[src/power_sequencer_regs.svh]
// register offsets, field positions, reset values and timing figures of the power sequencer
// How it works
// - stored buck and linear order fields, 100 and 111
// - off state watches only the button input
// - 50ms debounce, then keypress low, then ramp
// - external regulator enable rises first
// - after 1ms, linear two and buck three
// - linear two good starts buck one, two
// - enable pin high switches linear one on
// - reset released 20ms after buck one good
// - mask bit set keeps buck three on
// - pin low drops buck three, linear one
// - pin high again restores both rails
// - deep request keeps only battery path and buck two, reset low
// - button low wakes, clears deep request itself
// - undervoltage restores defaults, clears memory flag
// - hold-on input keeps power after release
`ifndef POWER_SEQUENCER_REGS_SVH
`define POWER_SEQUENCER_REGS_SVH

// register word offsets on the plain bus
`define REG_CONTROL_ONE     8'h00
`define REG_CONTROL_TWO     8'h01
`define REG_STATUS          8'h02
`define REG_INT_STATUS      8'h03
`define REG_INT_MASK        8'h04

// control_register_one fields
`define BUCK_SEQ_LSB        0
`define LINEAR_SEQ_LSB      4
`define CONTROL_ONE_RESET   8'h74

// control_register_two fields
`define MASK_BIT            0
`define MEM_FLAG_BIT        1
`define DEEP_REQ_BIT        2
`define CONTROL_TWO_RESET   8'h01

// interrupt bits
`define INT_KEYPRESS        0
`define INT_DEEP_WAKE       1
`define INT_SLEEP_ENTRY     2
`define INT_RESET_RELEASE   3

// timing figures
`define CLOCK_HZ            25000000
`define DEBOUNCE_MS         50
`define EXT_DELAY_MS        1
`define RESET_DELAY_MS      20

`endif

[src/power_sequencer_pkg.sv]
// types shared by the power sequencer
package power_sequencer_pkg;

	// one-hot sequencing states
	typedef enum logic [6:0] {
		ST_OFF      = 7'h01,
		ST_WAKE     = 7'h02,
		ST_EXT      = 7'h04,
		ST_RAMP_L2  = 7'h08,
		ST_RAMP_B12 = 7'h10,
		ST_ACTIVE   = 7'h20,
		ST_DEEP     = 7'h40
	} seq_state_type;

endpackage

[src/sleep_aware_power_sequencer.sv]
// power-up, sleep and deep-sleep sequencer with its register port
`timescale 1ns/1ps
`include "power_sequencer_regs.svh"

module sleep_aware_power_sequencer #(
	parameter int DEBOUNCE_CYCLES = (`DEBOUNCE_MS * `CLOCK_HZ) / 1000,
	parameter int EXT_CYCLES      = (`EXT_DELAY_MS * `CLOCK_HZ) / 1000,
	parameter int RESET_CYCLES    = (`RESET_DELAY_MS * `CLOCK_HZ) / 1000,
	parameter int CNT_W           = 21
) (
	input  wire logic       i_sys_clk,                   // system clock, 25 MHz
	input  wire logic       i_rst,                       // synchronous reset, active high
	input  wire logic       i_power_button_in_n,         // push button, low while pressed
	input  wire logic       i_buck_three_enable_pin,     // processor power enable
	input  wire logic       i_hold_on,                   // keeps power after release
	input  wire logic       i_linear_two_good,           // linear two power-good comparator
	input  wire logic       i_buck_one_good,             // buck one power-good comparator
	input  wire logic       i_undervoltage,              // supply below lockout threshold
	input  wire logic [7:0] i_addr,                      // register address
	input  wire logic [7:0] i_wr_data,                   // register write data
	input  wire logic       i_wr_en,                     // write strobe
	input  wire logic       i_rd_en,                     // read strobe
	output logic      [7:0] o_rd_data,                   // read data, cycle after strobe
	output logic            o_keypress_out_n,            // low while a press is reported
	output logic            o_system_rail_en,            // battery path switch
	output logic            o_external_regulator_enable, // external rtc io regulator
	output logic            o_linear_one_en,             // processor pll supply
	output logic            o_linear_two_en,             // linear two enable
	output logic            o_buck_one_en,               // buck one enable
	output logic            o_buck_two_en,               // buck two, memory supply
	output logic            o_buck_three_en,             // buck three, domain supply
	output logic            o_power_good_reset_out_n,    // processor reset, low = reset
	output logic            o_irq                        // level interrupt
);

	// synchronised pin levels, second stage only is read
	logic [5:0] pin_meta_q;                 // first stage
	logic [5:0] pin_sync_q;                 // second stage
	logic       button_pressed;             // button held low
	logic       enable_pin;                 // buck three enable pin level
	logic       hold_on;                    // hold-on level
	logic       l2_good;                    // linear two in range
	logic       b1_good;                    // buck one in range
	logic       uvlo;                       // undervoltage level
	logic       enable_pin_prev_q;          // for sleep entry edge

	// debounce
	logic [CNT_W-1:0] debounce_cnt_q;       // time the button has been held
	logic             debounced_q;          // press qualified
	logic             debounced_prev_q;     // for keypress edge

	// sequencer
	power_sequencer_pkg::seq_state_type state_q;
	power_sequencer_pkg::seq_state_type state_d;
	logic [CNT_W-1:0] step_cnt_q;           // ext and reset delay timer
	logic             ext_done;             // ext delay passed
	logic             reset_done;           // reset delay passed

	// registers
	logic [7:0] control_one_q;              // order selects
	logic [7:0] control_two_q;              // mask, memory flag, deep request
	logic [3:0] int_status_q;               // sticky events
	logic [3:0] int_mask_q;                 // interrupt enables
	logic [3:0] events;                     // one-cycle event pulses
	logic [7:0] rd_mux;                     // read selection
	logic       mask_bit;                   // buck three ignores the pin
	logic       deep_req;                   // deep sleep requested
	logic       wake_from_deep;             // deep exit pulse
	logic       reg_clear;                  // reset or lockout

	// two-flop synchroniser for every asynchronous pin
	always_ff @(posedge i_sys_clk) begin
		if (i_rst) begin
			pin_meta_q <= 6'h01;
			pin_sync_q <= 6'h01;
		end else begin
			pin_meta_q <= {i_undervoltage, i_buck_one_good, i_linear_two_good,
				i_hold_on, i_buck_three_enable_pin, i_power_button_in_n};
			pin_sync_q <= pin_meta_q;
		end
	end

	assign button_pressed = ~pin_sync_q[0];
	assign enable_pin     = pin_sync_q[1];
	assign hold_on        = pin_sync_q[2];
	assign l2_good        = pin_sync_q[3];
	assign b1_good        = pin_sync_q[4];
	assign uvlo           = pin_sync_q[5];

	// lockout acts like a reset on all control state
	assign reg_clear = i_rst | uvlo;

	assign mask_bit = control_two_q[`MASK_BIT];
	assign deep_req = control_two_q[`DEEP_REQ_BIT];

	// debounce counter runs in every state so a press is reported in any state; deep wake uses the raw level
	always_ff @(posedge i_sys_clk) begin
		if (reg_clear) begin
			debounce_cnt_q <= '0;
			debounced_q    <= 1'b0;
		end else if (!button_pressed) begin
			// a bounce back high starts the wait again
			debounce_cnt_q <= '0;
			debounced_q    <= 1'b0;
		end else if (debounce_cnt_q == CNT_W'(DEBOUNCE_CYCLES - 1)) begin
			debounced_q <= 1'b1;
		end else begin
			debounce_cnt_q <= debounce_cnt_q + 1'b1;
		end
	end

	// edge memories for event pulses
	always_ff @(posedge i_sys_clk) begin
		if (reg_clear) begin
			debounced_prev_q  <= 1'b0;
			enable_pin_prev_q <= 1'b0;
		end else begin
			debounced_prev_q  <= debounced_q;
			enable_pin_prev_q <= enable_pin;
		end
	end

	// the step timer only needs to compare against the current state's figure
	assign ext_done   = (step_cnt_q == CNT_W'(EXT_CYCLES - 1));
	assign reset_done = (step_cnt_q == CNT_W'(RESET_CYCLES - 1));

	// deep exit is taken on the raw synchronised level, the processor is asleep
	assign wake_from_deep = (state_q == power_sequencer_pkg::ST_DEEP) && button_pressed;

	// next-state logic of the sequencer
	always_comb begin
		state_d = state_q;
		case (state_q)
			power_sequencer_pkg::ST_OFF: begin
				// only the button is watched while off
				if (button_pressed) begin
					state_d = power_sequencer_pkg::ST_WAKE;
				end
			end
			power_sequencer_pkg::ST_WAKE: begin
				if (!button_pressed) begin
					state_d = power_sequencer_pkg::ST_OFF;
				end else if (debounced_q) begin
					state_d = power_sequencer_pkg::ST_EXT;
				end
			end
			power_sequencer_pkg::ST_EXT: begin
				if (ext_done) begin
					state_d = power_sequencer_pkg::ST_RAMP_L2;
				end
			end
			power_sequencer_pkg::ST_RAMP_L2: begin
				if (l2_good) begin
					state_d = power_sequencer_pkg::ST_RAMP_B12;
				end
			end
			power_sequencer_pkg::ST_RAMP_B12: begin
				if (b1_good && reset_done) begin
					state_d = power_sequencer_pkg::ST_ACTIVE;
				end
			end
			power_sequencer_pkg::ST_ACTIVE: begin
				if (deep_req) begin
					state_d = power_sequencer_pkg::ST_DEEP;
				end
			end
			power_sequencer_pkg::ST_DEEP: begin
				if (wake_from_deep) begin
					state_d = power_sequencer_pkg::ST_EXT;
				end
			end
			default: begin
				state_d = power_sequencer_pkg::ST_OFF;
			end
		endcase
		// from external enable up to active, releasing the button without hold-on shuts down; deep sleep does not
		if (!button_pressed && !hold_on &&
			(state_q == power_sequencer_pkg::ST_EXT ||
			 state_q == power_sequencer_pkg::ST_RAMP_L2 ||
			 state_q == power_sequencer_pkg::ST_RAMP_B12 ||
			 state_q == power_sequencer_pkg::ST_ACTIVE)) begin
			state_d = power_sequencer_pkg::ST_OFF;
		end
	end

	// state register
	always_ff @(posedge i_sys_clk) begin
		if (reg_clear) begin
			state_q <= power_sequencer_pkg::ST_OFF;
		end else begin
			state_q <= state_d;
		end
	end

	// step timer, cleared on every state change
	always_ff @(posedge i_sys_clk) begin
		if (reg_clear || state_d != state_q) begin
			step_cnt_q <= '0;
		end else if (state_q == power_sequencer_pkg::ST_EXT && !ext_done) begin
			step_cnt_q <= step_cnt_q + 1'b1;
		end else if (state_q == power_sequencer_pkg::ST_RAMP_B12) begin
			// the delay counts only while buck one stays in regulation
			if (!b1_good) begin
				step_cnt_q <= '0;
			end else if (!reset_done) begin
				step_cnt_q <= step_cnt_q + 1'b1;
			end
		end
	end

	// rail and pin outputs, all registered so they never glitch at the pins
	always_ff @(posedge i_sys_clk) begin
		if (reg_clear) begin
			o_system_rail_en            <= 1'b0;
			o_external_regulator_enable <= 1'b0;
			o_linear_two_en             <= 1'b0;
			o_buck_one_en               <= 1'b0;
			o_buck_two_en               <= 1'b0;
			o_buck_three_en             <= 1'b0;
			o_linear_one_en             <= 1'b0;
			o_power_good_reset_out_n    <= 1'b0;
			o_keypress_out_n            <= 1'b1;
		end else begin
			o_keypress_out_n <= ~debounced_q;
			// battery path follows any state but off
			o_system_rail_en <= (state_d != power_sequencer_pkg::ST_OFF);
			// external regulator leads, dropped in deep sleep
			o_external_regulator_enable <= (state_d == power_sequencer_pkg::ST_EXT) ||
				(state_d == power_sequencer_pkg::ST_RAMP_L2) ||
				(state_d == power_sequencer_pkg::ST_RAMP_B12) ||
				(state_d == power_sequencer_pkg::ST_ACTIVE);
			o_linear_two_en <= (state_d == power_sequencer_pkg::ST_RAMP_L2) ||
				(state_d == power_sequencer_pkg::ST_RAMP_B12) ||
				(state_d == power_sequencer_pkg::ST_ACTIVE);
			o_buck_one_en <= (state_d == power_sequencer_pkg::ST_RAMP_B12) ||
				(state_d == power_sequencer_pkg::ST_ACTIVE);
			// buck two keeps the memory alive through deep sleep
			o_buck_two_en <= (state_d == power_sequencer_pkg::ST_RAMP_B12) ||
				(state_d == power_sequencer_pkg::ST_ACTIVE) ||
				(state_d == power_sequencer_pkg::ST_DEEP);
			// buck three rides with linear two unless the pin has control
			o_buck_three_en <= ((state_d == power_sequencer_pkg::ST_RAMP_L2) ||
				(state_d == power_sequencer_pkg::ST_RAMP_B12) ||
				(state_d == power_sequencer_pkg::ST_ACTIVE)) &&
				(mask_bit || enable_pin);
			// linear one always follows the enable pin once buck one ramps
			o_linear_one_en <= ((state_d == power_sequencer_pkg::ST_RAMP_B12) ||
				(state_d == power_sequencer_pkg::ST_ACTIVE)) && enable_pin;
			o_power_good_reset_out_n <= (state_d == power_sequencer_pkg::ST_ACTIVE);
		end
	end

	// control_register_one: order selects, stored and readable
	always_ff @(posedge i_sys_clk) begin
		if (reg_clear) begin
			control_one_q <= `CONTROL_ONE_RESET;
		end else if (i_wr_en && i_addr == `REG_CONTROL_ONE) begin
			control_one_q <= i_wr_data & 8'h77;
		end
	end

	// control_register_two: mask, memory flag and deep request
	always_ff @(posedge i_sys_clk) begin
		if (reg_clear) begin
			// lockout brings back the mask default and forgets saved memory
			control_two_q <= `CONTROL_TWO_RESET;
		end else if (wake_from_deep) begin
			// the processor cannot write while in deep sleep, so no conflict
			control_two_q[`DEEP_REQ_BIT] <= 1'b0;
		end else if (i_wr_en && i_addr == `REG_CONTROL_TWO) begin
			control_two_q <= i_wr_data & 8'h07;
		end
	end

	// events that feed the sticky status
	assign events[`INT_KEYPRESS]      = debounced_q & ~debounced_prev_q;
	assign events[`INT_DEEP_WAKE]     = wake_from_deep;
	assign events[`INT_SLEEP_ENTRY]   = enable_pin_prev_q & ~enable_pin &
		(state_q == power_sequencer_pkg::ST_ACTIVE);
	assign events[`INT_RESET_RELEASE] = (state_d == power_sequencer_pkg::ST_ACTIVE) &&
		(state_q != power_sequencer_pkg::ST_ACTIVE);

	// sticky status, write one to clear; a new event wins over the clear
	always_ff @(posedge i_sys_clk) begin
		if (reg_clear) begin
			int_status_q <= 4'h0;
		end else if (i_wr_en && i_addr == `REG_INT_STATUS) begin
			int_status_q <= (int_status_q & ~i_wr_data[3:0]) | events;
		end else begin
			int_status_q <= int_status_q | events;
		end
	end

	// interrupt mask
	always_ff @(posedge i_sys_clk) begin
		if (reg_clear) begin
			int_mask_q <= 4'h0;
		end else if (i_wr_en && i_addr == `REG_INT_MASK) begin
			int_mask_q <= i_wr_data[3:0];
		end
	end

	assign o_irq = |(int_status_q & int_mask_q);

	// read selection; unmapped addresses read zero
	always_comb begin
		case (i_addr)
			`REG_CONTROL_ONE: rd_mux = control_one_q;
			`REG_CONTROL_TWO: rd_mux = control_two_q;
			`REG_STATUS:      rd_mux = {1'b0, state_q};
			`REG_INT_STATUS:  rd_mux = {4'h0, int_status_q};
			`REG_INT_MASK:    rd_mux = {4'h0, int_mask_q};
			default:          rd_mux = 8'h00;
		endcase
	end

	// read data stands one cycle after the strobe only
	always_ff @(posedge i_sys_clk) begin
		if (i_rst) begin
			o_rd_data <= 8'h00;
		end else if (i_rd_en) begin
			o_rd_data <= rd_mux;
		end else begin
			o_rd_data <= 8'h00;
		end
	end

endmodule

[config.mk]
export PLATFORM = sky130hd
export DESIGN_NAME = sleep_aware_power_sequencer
export DESIGN_NICKNAME = d
export VERILOG_FILES = /design/src/power_sequencer_pkg.sv /design/src/sleep_aware_power_sequencer.sv
export VERILOG_INCLUDE_DIRS = /design/src
export SDC_FILE = /design/constraint.sdc
export NUM_CORES = 1
export LEC_CHECK = 0
export BUFFER_PORTS_ARGS = -buffer_cell sky130_fd_sc_hd__buf_2
export CAP_MARGIN = 20
export CORE_MARGIN = 5
export CORE_UTILIZATION = 55
export CTS_BUF_LIST = sky130_fd_sc_hd__clkbuf_8
export CTS_CLUSTER_DIAMETER = 30
export DETAILED_ROUTE_END_ITERATION = 7
export GPL_TIMING_DRIVEN = 0
export PLACE_DENSITY = 0.85
export SLEW_MARGIN = 20
export SYNTH_ARGS = -nofsm -noshare
export SYNTH_HDL_FRONTEND = slang
export SYNTH_SLANG_ARGS = --single-unit
export TNS_END_PERCENT = 50
[constraint.sdc]
create_clock -name i_sys_clk -period 5.91 [get_ports i_sys_clk]
set_clock_uncertainty 0.1 [all_clocks]
set_input_delay 0.2955 -clock i_sys_clk [delete_from_list [all_inputs] [get_ports i_sys_clk]]
set_output_delay 0.2955 -clock i_sys_clk [all_outputs]
set_load 0.005 [all_outputs]
==> metrics.md, run 1 <==
| Metric | Value |
|---|---|
| Post-CTS resize count | 0 |
| Placed cell areas | 0.00484 mm2 |
| WHS Endpoint | pin_meta_q[0] |
| Clock root cell | clkbuf_8 |
| Via count | 3798 |
| Setup Buffers After CTS | 0 |
| Net Count, Synth | 527 |
| Post-synth EDFFs | 0 |
| Crit start category | register |
| Clock share of power | 38.0% |
| Relative slew slack | 50.0% |
| Clk pin slew, worst setup/hold paths | 0.09 ns |
| Die Height | 101 um |
| First-pass GRT wire length | around 17000 um |
| Yosys cell types | 61 |
| Die area | 0.0101 mm2 |
| Port Buffer Count | 40 |
| Max Clock Freq | approximately 360 MHz |
| Peak VDD IR | 107 uV |
| Setup tns final | 0 ns |
| Worst-Margin Slew | 0.743 ns |
| Unrepaired setup endpoints after global routing | false |
| Seq cells post-synth | 97 |
| Hold_sp | i_power_button_in_n |
| Synthesis-to-layout area growth | 11.9% |
| Cts bufs inserted | 9 |
| Final RePlAce weighted congestion | 0.918 |
| Post-route cell area | 0.00505 mm2 |
| Dpl hpwl | 7310 um |
| Comb pwr share | 5.2% |
| Initial Util | 55.7% |
| Setup crit end kind | register |
| P_leak | 1.85 nW |
| Run status | finished, final reports clean |
| Longest Clk Path Bufs | 2 |
| Max Fanout on Critical Path | 10 |
| GRT Overall Usage | 20.2% |
| Hold Path Depth | 2 |
| H-Tree Level Count | 3 |
| Period utilisation layout | 47.5% |
| Initial antenna violation count | 0 |
| Drt first-iter violations | 248 |
| Seq pwr share | 56.8% |
| Post-DRT Antenna Nets | 0 |
| Post-layout min period | roughly 2.8 ns |
| Syn Area/Cell | 9.04 um2 |
| Worst Reg2Reg Path Length in Cells | 9 |
| Finish-stage setup viols | 0 |
| Int Pwr | between 800 and 900 uW |
| Largest net degree at the start of global routing | 18 |
| Total of warnings raised by yosys | 0 |
| PnR worst setup slack | approximately 3.1 ns |
| Final Max Slew Viols | 0 |
| Core area | a little over 0.008 mm2 |
| Vias in the first global route | ~3700 |
| Hold buffer count at CTS | 0 |
| Cells after Synth | 499 |
| DRC Markers | 0 |
| Fin nets | 578 |
| Final Hold Vio Count | 0 |
| Remaining Overflow, GRT | 0 |
| NetSw | 282 uW |
| PD cells | 231 mW/mm2 |
| CP arrival | 2.94 ns |
| Chip width | 101 um |
| Antenna cells | 0 |
| Reg2reg end | step_cnt_q[7] |
| Hold WC Path Type | in -> reg |
| Top FF cell, synth | dfxtp_1 |
| Placement Setup Slack | roughly 3.2 ns |
| WL/cell | 15.0 um |
| Initial DRT Pass Iterations | 7 |
| Max-Cap Viols | 0 |
| Layout cells sized above 1 | 19.6% |
| R2R Path Start | step_cnt_q[0] |
| Ys async rst share | 0% |
| Hold WS | 0.0276 ns |
| CTS Sinks | between 90 and 100 |
| CTS tree | yes |
| I/O pins | 44 |
| Row Count | 33 |
| CP Class | reg -> reg |
| Core Util, Final | 62.4% |
| Clock Latency Late Sink | approximately 0.36 ns |
| Via-to-Cell Ratio | between 5 and 6 |
| Register area share after synthesis | 43.1% |
| Reg2reg setup slack | 3.10 ns |
| Mapped Area | between 0.004 and 0.005 mm2 |
| Critical path required time | 6.04 ns |
| Sw Ratio | between 20% and 30% |
| Final WL | 9880 um |
cells in the mapped netlist (2+ instances only):
cell type / count / area [um2]
dfxtp_1: 97 / 1940
and3_1: 9 / 56.3
mux2i_1: 8 / 80.1
a22o_1: 4 / 35.0
mux2_2: 3 / 33.8
nor2b_1: 16 / 100
o211ai_1: 4 / 30.0
a22oi_1: 4 / 30.0
nand2b_1: 6 / 37.5
and4_1: 2 / 17.5
ha_1: 2 / 25.0
xor2_1: 18 / 158
a222oi_1: 3 / 30.0
nand4_1: 11 / 68.8
nor3_1: 12 / 60.1
nor3_4: 3 / 48.8
nand4b_1: 5 / 43.8
buf_2: 5 / 25.0
and2_1: 2 / 12.5
o21ai_1: 2 / 10.0
clkbuf_1: 9 / 33.8
and3b_1: 2 / 17.5
nor3b_1: 6 / 45.0
xnor2_1: 21 / 184
nor4b_1: 5 / 43.8
buf_6: 5 / 56.3
a21oi_1: 21 / 105
nor2_1: 57 / 214
nand2_1: 45 / 169
nand3b_1: 3 / 22.5
inv_1: 14 / 52.6
or4_1: 2 / 15.0
nor3_2: 19 / 190
nand3_1: 29 / 145
or3_1: 4 / 25.0
o21ai_0: 9 / 45.0
nor4_1: 5 / 31.3
or2_2: 4 / 25.0
stage by stage:
step	power, mW	cells
2_1_floorplan	0.716	499
3_3_place_gp	0.735	644
3_5_place_dp	0.737	644
4_1_cts	1.17	660
5_1_grt	1.20	660
6_report	1.16	660
area by class of cell:
class | count | area [um2]
Sequential cell | 97 | 1940
Buffer | 20 | 123
Clock inverter | 7 | 77.6
Fill cell | 665 | 3050
Timing Repair Buffer | 40 | 200
Multi-Input combinational cell | 368 | 2400
Inverter | 14 | 52.6
Tap cell | 105 | 131
Clock buffer | 9 | 124
power groups by stage:
stage,Sequential [mW],Combinational [mW],Clock (mW)
after floorplan,0.675,0.0405,0
after global placement,0.676,0.0591,0
after detailed placement,0.676,0.0606,0
after CTS,0.661,0.0609,0.446
after global routing,0.662,0.0670,0.475
final,0.661,0.0611,0.442
registers in the layout, indices dropped and copies added, names as in the netlist, 3 cells and up:
signal,count
debounce_cnt_q,21
control_one_q,6
pin_sync_q,6
int_status_q,4
step_cnt_q,21
state_q,7
int_mask_q,4
pin_meta_q,6
o_rd_data,7
control_two_q,3
critical path: stages, from the launching register on:
cell and delay (ns):
dfxtp_1 0.40, ha_1 0.24, nor4bb_1 0.44, nand3_1 0.26, or4_4 0.64, nand3b_1 0.12
a221oi_2 0.08, nand3b_2 0.15, buf_6 0.19, nor3_2 0.06
routing by layer:
layer,share of wire [%],up-vias,track usage (%)
met3,7.2,22,4.01
met4,2.5,0,10.4
li1,-,1850,-
met2,48,148,34.2
met1,42,1778,24.2
met5,0,-,0
worst max path at each step:
stage	slack [ns]	endpoint	cells past startpoint	startpoint
global placement	3.30	step_cnt_q[5]	9	step_cnt_q[0]
floorplan	3.53	step_cnt_q[2]	9	step_cnt_q[0]
CTS	3.15	step_cnt_q[7]	9	step_cnt_q[0]
finish	3.10	step_cnt_q[7]	9	step_cnt_q[0]
global route	3.04	step_cnt_q[3]	8	step_cnt_q[0]
detailed placement	3.17	step_cnt_q[7]	9	step_cnt_q[0]
cell families after synthesis:
logic type / synth area share [%]
multiplexers: 2.52
AO/OA/AOI/OAI: 9.15
adder cells (fa/ha/maj): 0.555
buffers and inverters: 3.88
other: 0.0831
AND/OR/NAND/NOR: 33.2
flip-flops: 43.1
XOR/XNOR: 7.57
layout by cell type, fill, tap and decap left out, types with 3 or more instances in the layout:
cell type | netlist | final
dfxtp_1 | 97 | 97
nor2_1 | 57 | 56
nand2_1 | 45 | 45
buf_2 | 5 | 45
nand3_1 | 29 | 29
a21oi_1 | 21 | 21
xnor2_1 | 21 | 21
nor3_2 | 19 | 19
xor2_1 | 18 | 18
nor2b_1 | 16 | 16
inv_1 | 14 | 14
nor3_1 | 12 | 12
nand4_1 | 11 | 11
and3_1 | 9 | 9
clkbuf_1 | 9 | 9
o21ai_0 | 9 | 9
clkbuf_8 | 0 | 9
mux2i_1 | 8 | 8
nand2b_1 | 6 | 6
nor3b_1 | 6 | 6
buf_6 | 5 | 5
nand4b_1 | 5 | 5
nor4_1 | 5 | 5
nor4b_1 | 5 | 5
a22oi_1 | 4 | 4
o211ai_1 | 4 | 4
a22o_1 | 4 | 4
or2_2 | 4 | 4
or3_1 | 4 | 4
nor3_4 | 3 | 3
nand3b_1 | 3 | 3
mux2_2 | 3 | 3
a222oi_1 | 3 | 3
inv_6 | 0 | 3
Power figures use the tool's default switching activity.
==> run 2, diff against run 1 <==
==> constraint.sdc (replaced) <==
create_clock -name i_sys_clk -period 2.9 [get_ports i_sys_clk]
set_clock_uncertainty 0.1 [all_clocks]
set_input_delay 0.145 -clock i_sys_clk [delete_from_list [all_inputs] [get_ports i_sys_clk]]
set_output_delay 0.145 -clock i_sys_clk [all_outputs]
set_load 0.005 [all_outputs]
==> metrics.md, run 2 (synthesis results as in run 1) <==
| Metric | Value |
|---|---|
| Int Pwr | 1.81 mW (+110%) |
| First-pass GRT wire length | 16800 um (+1.1%) |
| Final RePlAce weighted congestion | 0.918 (unchanged) |
| CTS tree | yes |
| Post-layout min period | 2.80 ns (-0.00686 ns) |
| Setup crit end kind | register |
| Run status | finished, final reports clean |
| Die area | 0.0101 mm2 (unchanged) |
| Final WL | 9890 um (+0.15%) |
| Remaining Overflow, GRT | 0 (unchanged) |
| NetSw | 573 uW (+100%) |
| Final Hold Vio Count | 0 (unchanged) |
| Crit start category | register |
| CP arrival | 2.93 ns (about the same) |
| Drt first-iter violations | 239 (-3.6%) |
| Max incr delay on CP | 0.64 ns (about the same) |
| GRT Max-Usage Layer | met2 |
| GR Util met1 | 24.6% (+0.42 points) |
| Synthesis-to-layout area growth | 15.0% |
| Fin nets | 592 (+2.4%) |
| Met3 Resource Use GR | 3.11% (-0.90 points) |
| Setup tns final | 0 ns (unchanged) |
| Die Height | 101 um (unchanged) |
| Finish-stage setup viols | 0 (unchanged) |
| Final Max Slew Viols | 0 (unchanged) |
| CP Class | reg -> reg |
| GRT Overall Usage | 20.3% (+0.16 points) |
| WL/cell | 14.7 um (-1.9%) |
| Placed cell areas | 0.00484 mm2 (unchanged) |
| Worst-Margin Slew | 0.742 ns (-0.000430 ns) |
| Initial antenna violation count | 0 (unchanged) |
| PD cells | 460 mW/mm2 (+99%) |
| Row Count | 33 (unchanged) |
| Layout cells sized above 1 | 19.2% (-0.48 points) |
| Unrepaired setup endpoints after global routing | false |
| Sw Ratio | 24.0% (-0.14 points) |
| Via count | 3847 (+1.3%) |
| Critical path's slowest cell | or4_4 |
| Leading cell type in the layout, fill and taps excluded | dfxtp_1 |
| Hold WC Path Type | in -> reg |
| Global Route met2 Usage | 34.9% (+0.66 points) |
| Max Clock Freq | 357 MHz (+0.24%) |
| Peak VDD IR | 219 uV (+100%) |
| Dpl hpwl | 7310 um (unchanged) |
| I/O pins | 44 (unchanged) |
| Max Fanout on Critical Path | 10 (unchanged) |
| Seq pwr share | 56.5% (-0.3 points) |
| Initial Util | 55.7% (unchanged) |
| H-Tree Level Count | 3 (unchanged) |
| Setup Buffers After CTS | 0 (unchanged) |
| Clock root cell | clkbuf_8 |
| Post-DRT Antenna Nets | 0 (unchanged) |
| Critical path required time | 3.03 ns (-3.01 ns) |
| Clock share of power | 37.7% (-0.3 points) |
| Core area | 0.00809 mm2 (unchanged) |
| Clk pin slew, worst setup/hold paths | 0.09 ns (about the same) |
| Antenna cells | 0 (unchanged) |
| Clock Latency Late Sink | 0.36 ns (about the same) |
| Max-Cap Viols | 0 (unchanged) |
| Vias in the first global route | 3783 (+1.6%) |
| Via-to-Cell Ratio | 5.71 (-0.81%) |
| Longest Clk Path Bufs | 2 (unchanged) |
| DRC Markers | 0 (unchanged) |
| Placement Setup Slack | 0.159 ns (-3.01 ns) |
| Most frequent cells in the layout | 97 x dfxtp_1, 56 x nor2_1, 45 x nand2_1, 45 x buf_2, 29 x nand3_1 |
| CP Cell Sequence | ha_1 > nor4bb_1 > nand3_1 > or4_4 > nand3b_1 > a221oi_2 > nand3b_2 > buf_6 > nor3_2 |
| Cts bufs inserted | 9 (unchanged) |
| Period utilisation layout | 96.6% (+49 points) |
| Post-route cell area | 0.00519 mm2 (+2.8%) |
| Top flop regs | debounce_cnt_q x21, step_cnt_q x21 |
| Largest net degree at the start of global routing | 18 (unchanged) |
| Comb pwr share | 5.8% (+0.6 points) |
| Initial DRT Pass Iterations | 5 (-2) |
| Relative slew slack | 50.1% (about the same) |
| Chip width | 101 um (unchanged) |
| PnR worst setup slack | 0.0976 ns (-3.00 ns) |
| P_leak | 1.91 nW (+3.2%) |
| Port Buffer Count | 40 (unchanged) |
| CTS Sinks | 97 (unchanged) |
run 2: cell types whose count changed in the layout (fill, tap and decap cells not counted), sizes merged:
cell,change
dlygate4sd3,+14
run 2: critical path: cells and delay by family (launching register included):
family / cells / cell delay [ns]
compound gates: 1 / 0.08
fa+ha+maj: 1 / 0.23
buf+inv: 1 / 0.19
flops: 1 / 0.40
simple gates: 6 / 1.67
run 2: stage by stage:
step | hold WS, ns | cells | power, mW | utilization [%]
after global placement | 0.250 | 644 | 1.50 | 59.8
after CTS | 0.0674 | 674 | 2.40 | 64.1
final | 0.0796 | 674 | 2.38 | 64.1
after detailed placement | 0.249 | 644 | 1.50 | 59.8
after floorplan | 0.117 | 499 | 1.46 | -
after global routing | 0.105 | 674 | 2.47 | 64.1
run 2: metal layers:
metal  wire [um]  vias to the layer above
met5           0                        -
met4         255                        0
met3         707                       24
met2        4730                      152
met1        4200                     1791
li1            -                     1880
run 2: final cells by class:
| class | instances | area, um2 |
|---|---|---|
| clock buffer | 9 | 124 |
| timing repair buffer | 54 | 340 |
| fill | 651 | 2910 |
| clock inverter | 7 | 77.6 |
| tap | 105 | 131 |
| sequential | 97 | 1940 |
| inverter | 14 | 52.6 |
| buffer | 20 | 123 |
| multi-input combinational | 368 | 2400 |
run 2: worst paths after layout:
path              cells after the start          start  slack [ns]            end
setup / recovery                      9  step_cnt_q[0]         0.1  step_cnt_q[7]
setup reg to reg                      9  step_cnt_q[0]         0.1  step_cnt_q[7]
hold / removal                        4      i_addr[5]        0.08   o_rd_data[3]
hold reg to reg                       1  pin_meta_q[0]        0.32  pin_sync_q[0]
run 2: power groups by stage:
stage,Combinational (mW),Clock [mW],Sequential [mW]
final,0.139,0.899,1.35
after global placement,0.120,0,1.38
after CTS,0.139,0.909,1.35
after floorplan,0.0826,0,1.38
after global routing,0.152,0.967,1.35
after detailed placement,0.123,0,1.38
run 2: repair_timing:
| action | 4_1_cts | 5_1_grt |
|---|---|---|
| hold buffers | 14 | 0 |
| endpoints found under the hold margin | 18 | 0 |
| gates resized for setup | 0 | 0 |
